### config.mk
export PLATFORM = sky130hd
export DESIGN_NAME = rtcits_top
export DESIGN_NICKNAME = d
export VERILOG_FILES = /design/src/hdl/rtcits_pkg.sv /design/src/hdl/rtcits_time_chain.sv /design/src/hdl/rtcits_top.sv
export SDC_FILE = /design/constraint.sdc
export NUM_CORES = 1
export LEC_CHECK = 0
export BUFFER_PORTS_ARGS = -buffer_cell sky130_fd_sc_hd__buf_2
export CAP_MARGIN = 10
export CORE_UTILIZATION = 30
export DETAILED_ROUTE_END_ITERATION = 16
export PLACE_DENSITY_LB_ADDON = 0.2
export RECOVER_POWER = 100
export REMOVE_ABC_BUFFERS = 1
export SLEW_MARGIN = 20
export SYNTH_ARGS = -nofsm -noshare
export SYNTH_HDL_FRONTEND = slang
export SYNTH_HIERARCHICAL = 1
export SYNTH_SLANG_ARGS = --single-unit
### constraint.sdc
create_clock -name i_mclk -period 2.7 [get_ports i_mclk]
set_input_delay 0.54 -clock i_mclk [delete_from_list [all_inputs] [get_ports i_mclk]]
set_output_delay 0.54 -clock i_mclk [all_outputs]
set_load 0.02 [all_outputs]
### src/hdl/rtcits_pkg.sv
// constants and types for the rtc interrupt timer and status block
package rtcits_pkg;

  // ***************************************************
  // register map
  // ***************************************************
  localparam logic [3:0] ADDR_CTL   = 4'h0;
  localparam logic [3:0] ADDR_TIME0 = 4'h1;
  localparam logic [3:0] ADDR_DLY   = 4'hf;

  localparam int CTL_INT_STOP = 0;
  localparam int CTL_INT_SEL  = 1;
  localparam int CTL_CLK_STOP = 2;
  localparam int CTL_TEST     = 3;
  localparam int STS_INTF     = 0;
  localparam int STS_DCF      = 3;
  localparam int DLY_REPEAT   = 3;

  localparam logic [3:0]  CTL_RESET  = 4'h1;
  localparam logic [3:0]  DLY_RESET  = 4'h0;
  localparam logic [3:0]  CSR_RESET  = 4'h0;
  localparam logic [10:0] PIN_IDLE   = 11'h7ff;

  // ***************************************************
  // timing
  // ***************************************************
  localparam int CLK_HZ        = 25_000_000;
  localparam int TICK_MS       = 1;
  localparam int CYC_PER_MS    = CLK_HZ / 1000 * TICK_MS;
  localparam int SET_PERIOD_MS = 100;
  localparam int MS_PER_SET    = SET_PERIOD_MS / TICK_MS;
  localparam int CTL_RD_MAX_MS = 30;

  // ***************************************************
  // time digits, lowest first: tenths, sec units, sec tens, min units, min tens
  // ***************************************************
  localparam int          TIME_DIGITS = 5;
  localparam logic [19:0] DIGIT_MAX   = 20'h59599;

  typedef enum logic [1:0] {BUS_IDLE, BUS_READ, BUS_WRITE} rtcits_bus_t;

  // delay code to milliseconds; all multiples of the setting period
  function automatic logic [15:0] rtcits_delay_ms(input logic [2:0] code);
    logic [15:0] ms;
    case (code)
      3'h1:    ms = 16'h0064;
      3'h2:    ms = 16'h01f4;
      3'h3:    ms = 16'h03e8;
      3'h4:    ms = 16'h1388;
      3'h5:    ms = 16'h2710;
      3'h6:    ms = 16'h7530;
      3'h7:    ms = 16'hea60;
      default: ms = 16'h0000;
    endcase
    return ms;
  endfunction

endpackage

### src/hdl/rtcits_time_chain.sv
// ripple counter chain of bcd time digits
`timescale 1ns/1ps
module rtcits_time_chain
  import rtcits_pkg::*;
#(
  parameter int DIGITS = TIME_DIGITS
)
(
  input  wire logic                  i_mclk,
  input  wire logic                  i_srst,
  input  wire logic                  i_step,
  input  wire logic                  i_clear_low,
  output logic      [DIGITS*4-1:0]   o_digits
);

  logic [DIGITS:0] carry;

  assign carry[0] = i_step;

  // ***************************************************
  // one bcd digit per stage, carry only on wrap
  // ***************************************************
  genvar g;
  generate
    for (g = 0; g < DIGITS; g = g + 1)
    begin : g_digit
      logic [3:0] digit;
      logic [3:0] next_digit;

      assign carry[g+1] = carry[g] && (digit == DIGIT_MAX[g*4 +: 4]);

      always_comb
      begin
        next_digit = digit;
        if (g == 0 && i_clear_low)
          next_digit = 4'h0;
        else if (carry[g])
          next_digit = (digit == DIGIT_MAX[g*4 +: 4]) ? 4'h0 : digit + 4'h1;
      end

      always_ff @(posedge i_mclk)
      begin
        if (i_srst)
          digit <= 4'h0;
        else
          digit <= next_digit;
      end

      assign o_digits[g*4 +: 4] = digit;
    end
  endgenerate

endmodule

### src/hdl/rtcits_top.sv
// rtc status flags, interrupt timer and host register port
`timescale 1ns/1ps
module rtcits_top
  import rtcits_pkg::*;
#(
  parameter int CYCLES_PER_MS = CYC_PER_MS
)
(
  input  wire logic        i_mclk,
  input  wire logic        i_srst,
  input  wire logic        i_cs_n,
  input  wire logic        i_rd_n,
  input  wire logic        i_wr_n,
  input  wire logic [3:0]  i_addr,
  input  wire logic [3:0]  i_data,
  output logic      [3:0]  o_data,
  output logic             o_data_oe_n,
  output logic             o_int,
  output logic             o_int_oe_n
);

  // ***************************************************
  // pin synchronisers
  // ***************************************************
  logic [10:0] pin_raw;
  logic [10:0] sync1;
  logic [10:0] sync2;
  logic [10:0] sync3;
  logic [10:0] pins;
  logic [10:0] next_pins;

  assign pin_raw = {i_cs_n, i_rd_n, i_wr_n, i_addr, i_data};

  // a bit moves only once the last two stages agree
  genvar b;
  generate
    for (b = 0; b < 11; b = b + 1)
    begin : g_filt
      assign next_pins[b] = (sync2[b] == sync3[b]) ? sync3[b] : pins[b];
    end
  endgenerate

  always_ff @(posedge i_mclk)
  begin
    if (i_srst)
    begin
      sync1 <= PIN_IDLE;
      sync2 <= PIN_IDLE;
      sync3 <= PIN_IDLE;
      pins  <= PIN_IDLE;
    end
    else
    begin
      sync1 <= pin_raw;
      sync2 <= sync1;
      sync3 <= sync2;
      pins  <= next_pins;
    end
  end

  logic       cs;
  logic       rd;
  logic       wr;
  logic [3:0] addr;
  logic [3:0] din;

  // chip select alone can frame the access once rd/wr are settled
  assign cs   = ~pins[10];
  assign rd   = ~pins[9];
  assign wr   = ~pins[8];
  assign addr = pins[7:4];
  assign din  = pins[3:0];

  // ***************************************************
  // bus phase and read data
  // ***************************************************
  rtcits_bus_t bus;
  rtcits_bus_t next_bus;
  logic [3:0]  rd_addr;
  logic [3:0]  next_rd_addr;
  logic [3:0]  next_data;
  logic [3:0]  rd_val;
  logic [3:0]  ctl;
  logic [3:0]  dly;
  logic [3:0]  csr;
  logic        dcf;
  logic        intf;
  logic [TIME_DIGITS*4-1:0] digits;

  logic rd_start;
  logic wr_pulse;
  logic rd_hold;
  logic rd_end;

  assign rd_start = (bus == BUS_IDLE) && cs && rd;
  assign wr_pulse = (bus == BUS_IDLE) && cs && wr && !rd;
  assign rd_hold  = (bus == BUS_READ) && (rd_addr == ADDR_CTL);
  assign rd_end   = rd_hold && !(cs && rd);

  always_comb
  begin
    rd_val = 4'h0;
    if (addr == ADDR_CTL)
    begin
      rd_val[STS_DCF]  = dcf;
      rd_val[STS_INTF] = intf;
    end
    else if (addr == ADDR_DLY)
      rd_val = ctl[CTL_INT_SEL] ? dly : csr;
    else
      for (int k = 0; k < TIME_DIGITS; k++)
        if (addr == ADDR_TIME0 + 4'(k))
          rd_val = digits[k*4 +: 4];
  end

  always_comb
  begin
    next_bus     = bus;
    next_rd_addr = rd_addr;
    next_data    = o_data;
    case (bus)
      BUS_IDLE:
      begin
        if (cs && rd)
        begin
          next_bus     = BUS_READ;
          next_rd_addr = addr;
          next_data    = rd_val;
        end
        else if (cs && wr)
          next_bus = BUS_WRITE;
      end
      BUS_READ:
        if (!(cs && rd))
          next_bus = BUS_IDLE;
      BUS_WRITE:
        if (!(cs && wr))
          next_bus = BUS_IDLE;
      default:
        next_bus = BUS_IDLE;
    endcase
  end

  always_ff @(posedge i_mclk)
  begin
    if (i_srst)
    begin
      bus     <= BUS_IDLE;
      rd_addr <= ADDR_CTL;
      o_data  <= 4'h0;
    end
    else
    begin
      bus     <= next_bus;
      rd_addr <= next_rd_addr;
      o_data  <= next_data;
    end
  end

  assign o_data_oe_n = (bus != BUS_READ);

  // ***************************************************
  // millisecond prescaler and setting pulse
  // ***************************************************
  logic [15:0] pre;
  logic [15:0] next_pre;
  logic [6:0]  ms_cnt;
  logic [6:0]  next_ms_cnt;
  logic        ms_tick;
  logic        set_pulse;

  // prescaler is free running so repeated timeouts keep a fixed phase
  assign ms_tick   = (pre == 16'(CYCLES_PER_MS - 1));
  assign set_pulse = ms_tick && (ms_cnt == 7'(MS_PER_SET - 1)) && !ctl[CTL_CLK_STOP];

  always_comb
  begin
    next_pre    = ms_tick ? 16'h0 : pre + 16'h1;
    next_ms_cnt = ms_cnt;
    if (ctl[CTL_CLK_STOP])
      next_ms_cnt = 7'h0;
    else if (ms_tick)
      next_ms_cnt = (ms_cnt == 7'(MS_PER_SET - 1)) ? 7'h0 : ms_cnt + 7'h1;
  end

  always_ff @(posedge i_mclk)
  begin
    if (i_srst)
    begin
      pre    <= 16'h0;
      ms_cnt <= 7'h0;
    end
    else
    begin
      pre    <= next_pre;
      ms_cnt <= next_ms_cnt;
    end
  end

  rtcits_time_chain #(
    .DIGITS      (TIME_DIGITS)
  ) u_chain (
    .i_mclk      (i_mclk),
    .i_srst      (i_srst),
    .i_step      (set_pulse),
    .i_clear_low (ctl[CTL_CLK_STOP]),
    .o_digits    (digits)
  );

  // ***************************************************
  // registers and interrupt timer
  // ***************************************************
  logic        wr_ctl;
  logic        wr_dly;
  logic        tmr_start;
  logic        tmr_stop;
  logic        timeout;
  logic        run;
  logic        run_rep;
  logic [15:0] run_len;
  logic [15:0] cnt;
  logic        pend;
  logic [3:0]  next_ctl;
  logic [3:0]  next_dly;
  logic [3:0]  next_csr;
  logic        next_run;
  logic        next_run_rep;
  logic [15:0] next_run_len;
  logic [15:0] next_cnt;
  logic        next_pend;
  logic        next_dcf;
  logic        next_intf;

  assign wr_ctl    = wr_pulse && (addr == ADDR_CTL);
  assign wr_dly    = wr_pulse && (addr == ADDR_DLY) && ctl[CTL_INT_SEL];
  assign tmr_start = wr_ctl && !din[CTL_INT_STOP];
  // an empty delay word also halts the timer
  assign tmr_stop  = (wr_ctl && din[CTL_INT_STOP]) || (wr_dly && din == 4'h0);
  assign timeout   = run && ms_tick && (cnt == 16'h0);

  always_comb
  begin
    next_ctl     = ctl;
    next_dly     = dly;
    next_csr     = csr;
    next_run     = run;
    next_run_rep = run_rep;
    next_run_len = run_len;
    next_cnt     = cnt;
    next_pend    = pend;
    next_dcf     = dcf;
    next_intf    = intf;
    if (wr_ctl)
      next_ctl = din;
    if (wr_dly)
    begin
      next_dly = din;
      if (din == 4'h0)
        next_ctl[CTL_INT_STOP] = 1'b1;
    end
    if (wr_pulse && addr == ADDR_DLY && !ctl[CTL_INT_SEL])
      next_csr = din;
    // delay word is sampled only here, on a start write; a repeat reload reuses run_len
    if (tmr_stop)
      next_run = 1'b0;
    else if (tmr_start)
    begin
      next_run_len = rtcits_delay_ms(dly[2:0]);
      next_run_rep = dly[DLY_REPEAT];
      next_run     = (dly[2:0] != 3'h0);
      next_cnt     = rtcits_delay_ms(dly[2:0]) - 16'h1;
    end
    else if (run && ms_tick)
    begin
      if (cnt != 16'h0)
        next_cnt = cnt - 16'h1;
      else if (run_rep)
        next_cnt = run_len - 16'h1;
      else
        next_run = 1'b0;
    end
    // flags are frozen while a control read is open
    if (rd_hold)
    begin
      if (timeout)
        next_pend = 1'b1;
      if (rd_end)
      begin
        next_intf = pend || timeout;
        next_pend = 1'b0;
        next_dcf  = 1'b0;
      end
    end
    else
    begin
      if (timeout)
        next_intf = 1'b1;
      if (set_pulse)
        next_dcf = 1'b1;
    end
  end

  always_ff @(posedge i_mclk)
  begin
    if (i_srst)
    begin
      ctl     <= CTL_RESET;
      dly     <= DLY_RESET;
      csr     <= CSR_RESET;
      run     <= 1'b0;
      run_rep <= 1'b0;
      run_len <= 16'h0;
      cnt     <= 16'h0;
      pend    <= 1'b0;
      dcf     <= 1'b0;
      intf    <= 1'b0;
    end
    else
    begin
      ctl     <= next_ctl;
      dly     <= next_dly;
      csr     <= next_csr;
      run     <= next_run;
      run_rep <= next_run_rep;
      run_len <= next_run_len;
      cnt     <= next_cnt;
      pend    <= next_pend;
      dcf     <= next_dcf;
      intf    <= next_intf;
    end
  end

  // open drain: pulled low while the flag stands
  assign o_int      = 1'b0;
  assign o_int_oe_n = ~intf;
endmodule

=== After elaboration in Yosys (flattened, before gate mapping) ===
Index checks and enable logic that the tools add are counted.

* Add/sub/neg operators: 10
* $mul: 0
* Divide/modulo/power cells: 0
* $lt $le $gt $ge: 0
* Equal/unequal tests: 40
* Shift-type cells: 0
* Multiplexer cells: 39
* Bitwise operators: 5
* Reductions and logical operators: 51

{| class="wikitable"
|+ Operators with widths
! operator !! count
|-
| case mux 16 bit (7 select lines) || 1
|-
| 2-to-1 mux 16 bit || 6
|-
| 2-to-1 mux 4 bit || 12
|-
| subtractor 16 x 1 -> 16 bit, second input constant || 3
|-
| logical AND 1 bit || 22
|-
| adder 4 x 1 -> 4 bit, second input constant || 5
|-
| adder 16 x 1 -> 16 bit, second input constant || 1
|-
| equality test 16 x 15 -> 1 bit, second input constant || 1
|-
| equality test 4 x 3 -> 1 bit, second input constant || 4
|-
| equality test 4 bit, second input constant || 4
|-
| logical NOT 16 bit || 1
|-
| nonzero test 16 bit || 1
|-
| 2-to-1 mux 1 bit || 13
|-
| equality test 3 bit, second input constant || 4
|-
| logical NOT 4 bit || 3
|-
| equality test 1 bit || 11
|-
| 2-to-1 mux 2 bit || 5
|-
| AND reduction 2 bit || 5
|-
| AND reduction 3 bit || 3
|-
| equality test 4 x 2 -> 1 bit, second input constant || 2
|-
| != test 2 bit, second input constant || 4
|-
| nonzero test 2 bit || 4
|-
| adder 7 x 1 -> 7 bit, second input constant || 1
|-
| equality test 7 bit, second input constant || 1
|-
| other kinds (15) || 28
|}

* Register bits: 144
* Latch bits: 0
* RAM bits: 0
* Memory bits (read-only): 0
* Input port bits: 13
* Output and inout port bits: 7
* Word-level logic and storage cells: 179
* Memories: 0

=== Logic depth before layout (Yosys ltp) ===
Gate-level depths: netlist (run 1).

* Word-level depth: 11
* Depth in mapped cells: 12
* Mapped depth without buffers: 11

=== Cells and area by module ===
The synthesis (run 1) kept the hierarchy.

{| class="wikitable"
|+ Modules (own cells, without submodules)
! module !! instances !! cells an instance !! area each (sq um) !! seq. area each (sq um)
|-
| rtcits_top || 1 || 690 || 5824.3 || 2422.3
|-
| rtcits_time_chain || 1 || 112 || 999.7 || 400.4
|}

=== Least setup slack after synthesis (run 1) ===
OpenSTA, ideal clock, no wires.

* Path kind: register -> register
* Start: reg pre[0]
* End: reg u_chain.g_digit[4].digit[1]
* Setup time: 0.070 ns
* Arrival: 2.848 ns
* Required time: 2.630 ns
* Setup slack: -0.218 ns
* Stages on the path, launching flop included: 13
* Path buffers: 2
* Period minus slack after synthesis: 2.918 ns
* Cells stage by stage: dfxtp_1 > ha_1 > nand4_1 > or3_1 > nor3_1 > nand4_1 > nor2_1 > and4b_1 > buf_6 > nand4_4 > buf_6 > a2111o_1 > a21oi_1

* Word-level cells in the longest chain between the ends: 7

{| class="wikitable"
|+ Ends and longest elaborated chain
! element !! line !! text
|-
| from (decl) || rtcits_top.sv:165 || <nowiki>logic [15:0] pre;</nowiki>
|-
| from (signal assigned) || rtcits_top.sv:195 || <nowiki>pre <= next_pre;</nowiki>
|-
| equality test 16 x 15 -> 1 bit || rtcits_top.sv:173 || <nowiki>assign ms_tick = (pre == 16'(CYCLES_PER_MS - 1));</nowiki>
|-
| logical AND 1 bit (2 in series) || rtcits_top.sv:174 || <nowiki>assign set_pulse = ms_tick && (ms_cnt == 7'(MS_PER_SET - 1)) && !ctl[CTL_CLK_STOP];</nowiki>
|-
| via set_pulse || rtcits_top.sv:170 || <nowiki>logic set_pulse;</nowiki>
|-
| logical AND 1 bit (4 in series) || rtcits_time_chain.sv:30 || <nowiki>assign carry[g+1] = carry[g] && (digit == DIGIT_MAX[g*4 +: 4]);</nowiki>
|-
| to (signal assigned) || rtcits_time_chain.sv:46 || <nowiki>digit <= next_digit;</nowiki>
|-
| to (decl) || rtcits_time_chain.sv:27 || <nowiki>logic [3:0] digit;</nowiki>
|}

The timed path passes the listed nets, and every way through them passes these cells.
A chain may end at the register's enable or synchronous reset.

=== Final worst setup path (run 1) ===
* Start: reg pre[3]
* End: reg u_chain.g_digit[4].digit[2]

The elaborated chain is that of the path after synthesis.

==> flow_summary.toml, run 1 <==
[clock_tree]
cts_root_buf = "clkbuf_16"
htree_levels = 4
clk_pin_slew_ps = 60
cts.sink_count = 141
cts_made_buffers = 17
cts_tree = "done"
max-clock-path-buffers = 2
clock_latency_ps = 420

[synthesis]
synth_cells = 802
ys_ff_latch = 141
synth_commonest_cells = "dfxtp_1, nor2_1, a21oi_1"
yosys.area.top_type = "dfxtp_1"
synthArstFlopShare = 0
synthesis.area_sq_mm = 0.00682
yosysMostFrequentCell = "dfxtp_1"
synth_area_leaders = "dfxtp_1, nor2_1, a21oi_1"
synth-edff-count = 0
synth_area_per_cell_sq_um = 8.51
synth_top_area_share = 0.414
yosys_warnings = 6
synth_top_flop_cell = "dfxtp_1"
synth_cell_types = 80
synth_seq_area_share = 0.414

[route]
vias = 5937
postRouteAntennaNets = 0
viasPerCell = 5.10
totalWireLength_microns = 17200
wl_per_cell_microns = 14.8
dr.pass1.iters = 5
drt_iter0_drc = 375
drc = 0

[pwr]
p_seq_frac = 0.474
peakVddDrop_uv = 404
p_leak_nw = 3.17
pwr-share-comb = 0.018
swShare = 0.228
p_int_mw = 3.45
power.switching_mw = 1.02
p_per_area_mw_per_mm2 = 541
clkPwrFrac = 0.508

[timing]
min_period_ps = 2870
fin_hold_ws_ps = 301
tightestPinTransition_ps = 1250
finalMaxSlewViolations = 0
rsz0062_at_grt = "true"
skew_ps = 9.45
slew_headroom = 0.169
fin_ws_ps = -169
max_freq_mhz = 349
finalSetupViolCount = 9
final-hold-violation-count = 0
period_share = 1.06

[global_route]
grt_pass1_wl_microns = 28800
grt_pass1_vias = 5593
grt_overflow = 0
grt_max_degree = 43
grt.total_usage = 0.152
antenna_found_initial = 0

[critical_path]
cp.arrival_ps = 3220
cp-start-kind = "register"
crit_start = "pre[3]"
cp.required_ps = 3050
critPathMaxFanout = 6
cp-end-kind = "register"
worstSetupPathType = "register to register"
timing.rr.start = "pre[3]"

[die]
die-area_sq_mm = 0.0234
core_sq_mm = 0.0221
pin_count = 20
die_h_microns = 153
die_w_microns = 153
initial_utilization = 0.309
std_cell_rows = 54

[placed_design]
placed_cells = 1128
post-place-ws_ps = -241
gp_congestion = 0.837
io_buffers = 18
hpwl_microns = 12300

[outcome]
violations = "setup timing"
status = "complete, but fails checks"

[hold_path]
hold_start = "i_data[1]"
hold_path_class = "input pin to register"

[finish]
stdcell_count = 1163
post-route-util = 0.373
antenna_cells = 0
synthToLayoutAreaGrowth_pct = 20.9
final_layout_size_suffix_gt1_frac = 0.215
fin_nets = 888

[run]
cap_violations = 0
[cells in the final DEF, fill, tap and decap left out, types with 6 or more instances in the layout]
cell type	n
dfxtp_1	138
nor2_1	109
buf_4	69
a21oi_1	56
nand2_1	51
or2_2	34
nor3_1	29
mux2i_1	26
nand3_1	23
o21ai_0	22
xor2_1	19
clkbuf_16	17
nor4_1	14
xnor2_1	14
clkbuf_1	14
inv_1	13
a211oi_1	13
or3_1	13
o21bai_1	12
nand4_1	11
buf_2	11
or4_1	9
and3_1	9
a31oi_1	7
a22oi_1	6
nor2b_1	6
o211ai_1	6
[area by class of cell]
cell class / count / area, sq um
Sequential cell: 141 / 2830
Clock buffer: 18 / 439
Inverter: 13 / 48.8
Fill cell: 2267 / 13800
Timing Repair Buffer: 98 / 679
Multi-Input combinational cell: 600 / 3780
Tap cell: 280 / 350
Clock inverter: 13 / 129
[what timing repair did]
item,in CTS,in global routing
pin swaps,8,14
setup buffers,3,1
hold buffers,0,0
resized for setup,5,22
setup endpoints to repair,13,25
[kinds of logic after synthesis]
family	count (synthesis)	share of synthesized area
DFF	141	0.414
buffers and inverters	61	0.0431
other	1	0.000550
and+or+nand+nor	364	0.289
AOI/OAI and AO/OA	168	0.160
muxes	30	0.0447
xor gates and xnor gates	33	0.0424
adders and majority gates	4	0.00733
[power groups by stage]
stage	logic, mW	registers [mW]	clock network, mW
2_1_floorplan	0.0336	2.16	0
3_3_place_gp	0.0835	2.16	0
3_5_place_dp	0.0835	2.16	0
4_1_cts	0.0837	2.11	2.34
5_1_grt	0.0908	2.12	2.43
6_report	0.0811	2.11	2.27
[worst paths after layout]
check	end	cells past startpoint	slack, ps
max reg2reg	u_chain/g_digit[4].digit[2]	11	-170
min reg2reg	sync2[4]	1	410
min	sync1[1]	2	300
max	u_chain/g_digit[4].digit[2]	11	-170
[stage by stage]
step	TNS, ps	power, mW	area [sq um]
after floorplan	-2120	2.19	6580
after global placement	-1080	2.24	7610
after detailed placement	-1710	2.24	7610
after CTS	-1170	4.53	8210
after global routing	-2660	4.63	8250
final	-814	4.47	8250
[worst max-delay path, stage by stage (launching register included)]
cell and delay (ps):
dfxtp_2 320, or2_4 240, or3_4 390, nor3_2 180
buf_4 140, nand4_1 180, nor2_1 150, buf_4 130
and4b_2 280, nand4_4 140, or4b_4 550, a21oi_2 120
[sequential cells by signal (all words and copies together) (netlist names), 2 cells and up]
| register | count |
|---|---|
| bus | 2 |
| cnt | 16 |
| csr | 4 |
| ctl | 2 |
| dly | 4 |
| ms_cnt | 7 |
| o_data | 4 |
| pins | 11 |
| pre | 16 |
| rd_addr | 4 |
| run_len | 13 |
| sync1 | 11 |
| sync2 | 11 |
| sync3 | 11 |
| u_chain/g_digit.digit | 20 |
[layer usage]
layer,up-vias,global-route usage,wire length (microns)
met2,130,0.237,7740
met3,21,0.0318,602
met1,2775,0.210,8630
met4,0,0.0447,248
li1,3011,-,-
met5,-,0,0
Note: power is estimated with default switching activity, not from simulation.
==> run 2: changes to the inputs <==
--- a/config.mk
+++ b/config.mk
@@ -7,6 +7,8 @@
 export LEC_CHECK = 0
 export BUFFER_PORTS_ARGS = -buffer_cell sky130_fd_sc_hd__buf_2
 export CAP_MARGIN = 10
+export CELL_PAD_IN_SITES_DETAIL_PLACEMENT = 2
+export CELL_PAD_IN_SITES_GLOBAL_PLACEMENT = 2
 export CORE_UTILIZATION = 30
 export DETAILED_ROUTE_END_ITERATION = 16
 export PLACE_DENSITY_LB_ADDON = 0.2
==> run 2 against run 1 <==
The flow still finishes with violations (setup timing). Count of clock-buffer cells in the layout down 1. Sequential power about the same. Global-route usage up 5.3 points. Final cell count up 1.0%. Critical path depth unchanged. Die area unchanged. Worst setup slack better by 73 ps. Critical endpoint unchanged. Sequential cell count unchanged. Via count up 6.5%. Clock power up 6%. Final area up 3.1%. Wire length up 36%.
==> flow_summary.toml, run 2 (same netlist as run 1, synthesis figures left out) <==
[outcome]
status = "complete, but fails checks"
violations = "setup timing"

[timing]
finalSetupViolCount = 6
tightestPinTransition_ps = 931
rsz0062_at_grt = "true"
period_share = 1.04
fin_ws_ps = -96.7
finalSetupTns_ps = -240
fin_hold_ws_ps = 274
max_freq_mhz = 358
final-hold-violation-count = 0
slew_headroom = 0.371
finalMaxSlewViolations = 0
skew_ps = 18.1
min_period_ps = 2800

[die]
initial_utilization = 0.309
die_h_microns = 153
die_w_microns = 153
pin_count = 20
std_cell_rows = 54
die-area_sq_mm = 0.0234
core_sq_mm = 0.0221

[clock_tree]
cts_made_buffers = 17
max-clock-path-buffers = 2
clk_pin_slew_ps = 80
cts_tree = "done"
clock_latency_ps = 440
htree_levels = 4
cts.sink_count = 141
cts_root_buf = "clkbuf_16"
ctsHoldBuffers = 0

[finish]
post-route-util = 0.385
stdcell_count = 1175
multi_input_area_sq_mm = 0.00386
regArea_sq_mm = 0.00283
mostFrequentLayoutCells = "dfxtp_1, nor2_1, buf_4"
antenna_cells = 0
mostFrequentLayoutCell = "dfxtp_1"
top_regs = "u_chain/g_digit.digit: 20 flops, cnt: 16 flops, pre: 16 flops"
final_layout_size_suffix_gt1_frac = 0.248
design_area_sq_mm = 0.00850
n_fill_cell = 2409
fin_nets = 899
synthToLayoutAreaGrowth_pct = 24.6
top_register = "u_chain/g_digit.digit"
largest_reg_flops = 20

[route]
drt_iter0_drc = 261
drc = 0
postRouteAntennaNets = 0
routed-wl-met3_microns = 518
dr.pass1.iters = 6
wl_met2_microns = 11900
highest_layer = "met4"
viasPerCell = 5.38
totalWireLength_microns = 23400
wl_met1_microns = 10500
wl_per_cell_microns = 19.9
vias = 6324

[critical_path]
reg2reg_slack_ps = -100
cp.arrival_ps = 3170
crit_top_cell = "nand4_1"
critPathMaxFanout = 5
cp-start-kind = "register"
slowest_delay_ps = 560
worstReg2RegEnd = "u_chain/g_digit[4].digit[2]"
cp-end-kind = "register"
crit_slowest_cell = "or4b_4"
reg2reg_depth = 11
timing.rr.start = "pre[0]"
path_cells = "ha_4 -> nand4_1 -> or3_4 -> nor3_4 -> nand4_1 -> nor2_1 -> buf_4 -> and4b_2 -> nand4_4 -> or4b_4 -> a21oi_2"
worstSetupPathType = "register to register"
cp.required_ps = 3070

[pwr]
p_leak_nw = 3.32
peakVddDrop_uv = 250
power_mw = 4.61
p_per_area_mw_per_mm2 = 543

[hold_path]
hold_path_class = "input pin to register"
min_to = "sync1[7]"
hold_start = "i_addr[3]"
holdPathStages = 2

[placed_design]
io_buffers = 18
gp_congestion = 0.860
place_area_sq_mm = 0.00761
placed_cells = 1128
post-place-ws_ps = -350
hpwl_microns = 16400

[global_route]
grt.total_usage = 0.205
grt_pass1_wl_microns = 37800
grt_pass1_vias = 6967
antenna_found_initial = 0
grt_overflow = 0
grt_max_degree = 59

[run]
cap_violations = 0
-- run 2: cell count changes in the layout (fill, tap and decap cells not counted), sizes merged --
| cell | change |
|---|---|
| clkbuf | -14 |
| clkinvlp | -4 |
| buf | +24 |
| bufinv | -1 |
| clkinv | +5 |
| inv | +2 |
-- run 2: routing by layer --
metal	GRT usage	vias up
met5	0	-
met4	0.0712	0
met3	0.0366	38
met2	0.363	76
met1	0.249	3168
li1	-	3042
-- run 2: power breakdown --
part | leakage, nW | switching, mW | total [mW] | internal, mW
combinational | 1.88 | 0.0528 | 0.0916 | 0.0387
sequential | 1.14 | 0.0124 | 2.12 | 2.10
clock | 0.297 | 1.15 | 2.41 | 1.26
total | 3.32 | 1.21 | 4.61 | 3.40
-- run 2: final cells by class --
cell class              count  share of cell area
flip-flops and latches    141               0.332
multi-input cells         600               0.454
clock buffers              17              0.0500
repair buffers            109              0.0949
clock inverters            15              0.0219
inverters                  13             0.00574
well taps                 280              0.0412
-- run 2: worst max path at each step --
stage | from | end | slack (ps) | cells past startpoint
final | pre[0] | u_chain/g_digit[4].digit[2] | -100 | 11
after global routing | pre[0] | u_chain/g_digit[4].digit[2] | -220 | 11
after CTS | pre[1] | u_chain/g_digit[4].digit[2] | -130 | 12
after detailed placement | pre[3] | u_chain/g_digit[4].digit[2] | -350 | 11
after global placement | pre[3] | u_chain/g_digit[4].digit[2] | -180 | 11
after floorplan | pre[0] | u_chain/g_digit[4].digit[3] | -380 | 10
-- run 2: worst max-delay path: cells and delay by family (launching register included) --
| family | cells | cell delay (ps) |
|---|---|---|
| buf+inv | 1 | 120 |
| simple gates | 8 | 1990 |
| flops | 1 | 360 |
| fa+ha+maj | 1 | 130 |
| compound gates | 1 | 140 |
-- run 2: timing repair --
item | CTS | global route
setup buffers | 10 | 7
setup endpoints to repair | 15 | 30
gates resized for setup | 27 | 16
hold endpoints to repair | 0 | 0
pin swaps | 24 | 19
==> run 3: changes to the inputs <==
--- a/config.mk
+++ b/config.mk
@@ -11,6 +11,7 @@
 export CELL_PAD_IN_SITES_GLOBAL_PLACEMENT = 2
 export CORE_UTILIZATION = 30
 export DETAILED_ROUTE_END_ITERATION = 16
+export MAX_ROUTING_LAYER = met4
 export PLACE_DENSITY_LB_ADDON = 0.2
 export RECOVER_POWER = 100
 export REMOVE_ABC_BUFFERS = 1
==> run 3 against run 2 <==
The flow still finishes with violations (setup timing). Clock power is essentially flat. Worst setup slack got worse by 1.8 ps. Critical path type unchanged. Combinational power barely moved. Total power is essentially flat. Final cell count stayed put. Global-route usage grew 0.61 points. Die area is the same. Largest power group unchanged. Critical endpoint unchanged. Wire length increased by 0.16%. Hold slack worse by 0.89 ps. Via count grew 0.44%.
==> flow_summary.toml, run 3 (same netlist as run 1, synthesis figures left out) <==
[clock_tree]
max-clock-path-buffers = 2
cts_tree = "done"
cts_root_buf = "clkbuf_16"
cts_made_buffers = 17
htree_levels = 4
clk_pin_slew_ps = 80
clock_latency_ps = 440
ctsHoldBuffers = 0
cts.sink_count = 141

[timing]
min_period_ps = 2800
fin_ws_ps = -98.5
skew_ps = 16.6
finalMaxSlewViolations = 0
tightestPinTransition_ps = 913
finalSetupViolCount = 6
period_share = 1.04
rsz0062_at_grt = "true"
slew_headroom = 0.383
final-hold-violation-count = 0
max_freq_mhz = 357

[critical_path]
cp.arrival_ps = 3170
path_cells = "ha_4 -> nand4_1 -> or3_4 -> nor3_4 -> nand4_1 -> nor2_1 -> buf_4 -> and4b_2 -> nand4_4 -> or4b_4 -> a21oi_2"
cp_num_buf_inv = 1
crit_slowest_cell = "or4b_4"
critPathTopFamily = "simple AND/OR/NAND/NOR gates"
critPathMaxFanout = 5
cp.required_ps = 3080
crit_top_cell = "nand4_1"
slowest_delay_ps = 560
cp-start-kind = "register"
cp-end-kind = "register"
worstSetupPathType = "register to register"

[finish]
synthToLayoutAreaGrowth_pct = 24.6
top_register = "u_chain/g_digit.digit"
stdcell_count = 1175
final_layout_size_suffix_gt1_frac = 0.248
largest_reg_flops = 20
mostFrequentLayoutCell = "dfxtp_1"
fin_nets = 899
mostFrequentLayoutCells = "dfxtp_1, nor2_1, buf_4"
post-route-util = 0.385
antenna_cells = 0
design_area_sq_mm = 0.00850
top_regs = "u_chain/g_digit.digit: 20 flops, cnt: 16 flops, pre: 16 flops"

[global_route]
grt_overflow = 0
antenna_found_initial = 0
grt_pass1_wl_microns = 37700
grt_pass1_vias = 6962
grt_max_degree = 59
grt.total_usage = 0.211

[die]
die_h_microns = 153
die_w_microns = 153
initial_utilization = 0.309
core_sq_mm = 0.0221
pin_count = 20
std_cell_rows = 54
die-area_sq_mm = 0.0234

[route]
dr.pass1.iters = 6
wl_per_cell_microns = 20.0
drc = 0
viasPerCell = 5.41
postRouteAntennaNets = 0
vias = 6352
drt_iter0_drc = 290
totalWireLength_microns = 23500

[run]
cap_violations = 0

[placed_design]
hpwl_microns = 16400
gp_congestion = 0.873
place_area_sq_mm = 0.00761
placed_cells = 1128
io_buffers = 18
post-place-ws_ps = -350

[pwr]
power_mw = 4.61
peakVddDrop_uv = 251
p_leak_nw = 3.32
p_per_area_mw_per_mm2 = 542

[outcome]
status = "complete, but fails checks"
violations = "setup timing"

[hold_path]
hold_path_class = "input pin to register"
-- run 3: cell counts in the layout (fill, tap and decap cells not counted) --
No cell type changed its count.
-- run 3: path summary, 6_finish.rpt --
check	start	to	slack [ps]	depth (start not counted)
max reg2reg	pre[0]	u_chain/g_digit[4].digit[2]	-100	11
max	pre[0]	u_chain/g_digit[4].digit[2]	-100	11
min reg2reg	sync1[8]	sync2[8]	410	1
min	i_addr[3]	sync1[7]	270	2
-- run 3: repair_timing --
| item | 4_1_cts | 5_1_grt |
|---|---|---|
| pin swaps | 24 | 19 |
| endpoints found under the setup margin | 15 | 30 |
| gates resized for setup | 27 | 16 |
| buffers inserted | 10 | 7 |
-- run 3: through the flow --
stage | setup TNS, ps | hold WS [ps]
after floorplan | -2120 | 389
after global placement | -1160 | 392
after detailed placement | -2660 | 400
after CTS | -893 | 259
after global routing | -1910 | 265
final | -260 | 273
-- run 3: area by class of cell --
class	count	area (sq um)
Fill cell	2409	13600
Multi-Input combinational cell	600	3860
Sequential cell	141	2830
Timing Repair Buffer	109	807
Clock buffer	17	425
Tap cell	280	350
Clock inverter	15	186
Inverter	13	48.8
-- run 3: power by group --
group | switching, mW | internal [mW]
combinational | 0.0526 | 0.0387
sequential | 0.0125 | 2.10
clock | 1.15 | 1.26
total | 1.21 | 3.40
-- run 3: worst reg2reg max path, stage by stage (launching register included) --
cell and delay, ps:
dfxtp_2 360, ha_4 140, nand4_1 140, or3_4 390
nor3_4 200, nand4_1 170, nor2_1 120, buf_4 120
and4b_2 270, nand4_4 150, or4b_4 560, a21oi_2 140
-- run 3: routing by layer --
layer / track usage / share of wire / wire, microns / vias to the layer above
li1: - / - / - / 3044
met1: 0.248 / 0.44 / 10400 / 3181
met2: 0.363 / 0.51 / 11900 / 87
met3: 0.0366 / 0.026 / 615 / 40
met4: 0.0712 / 0.023 / 533 / 0
met5: - / 0 / 0 / -
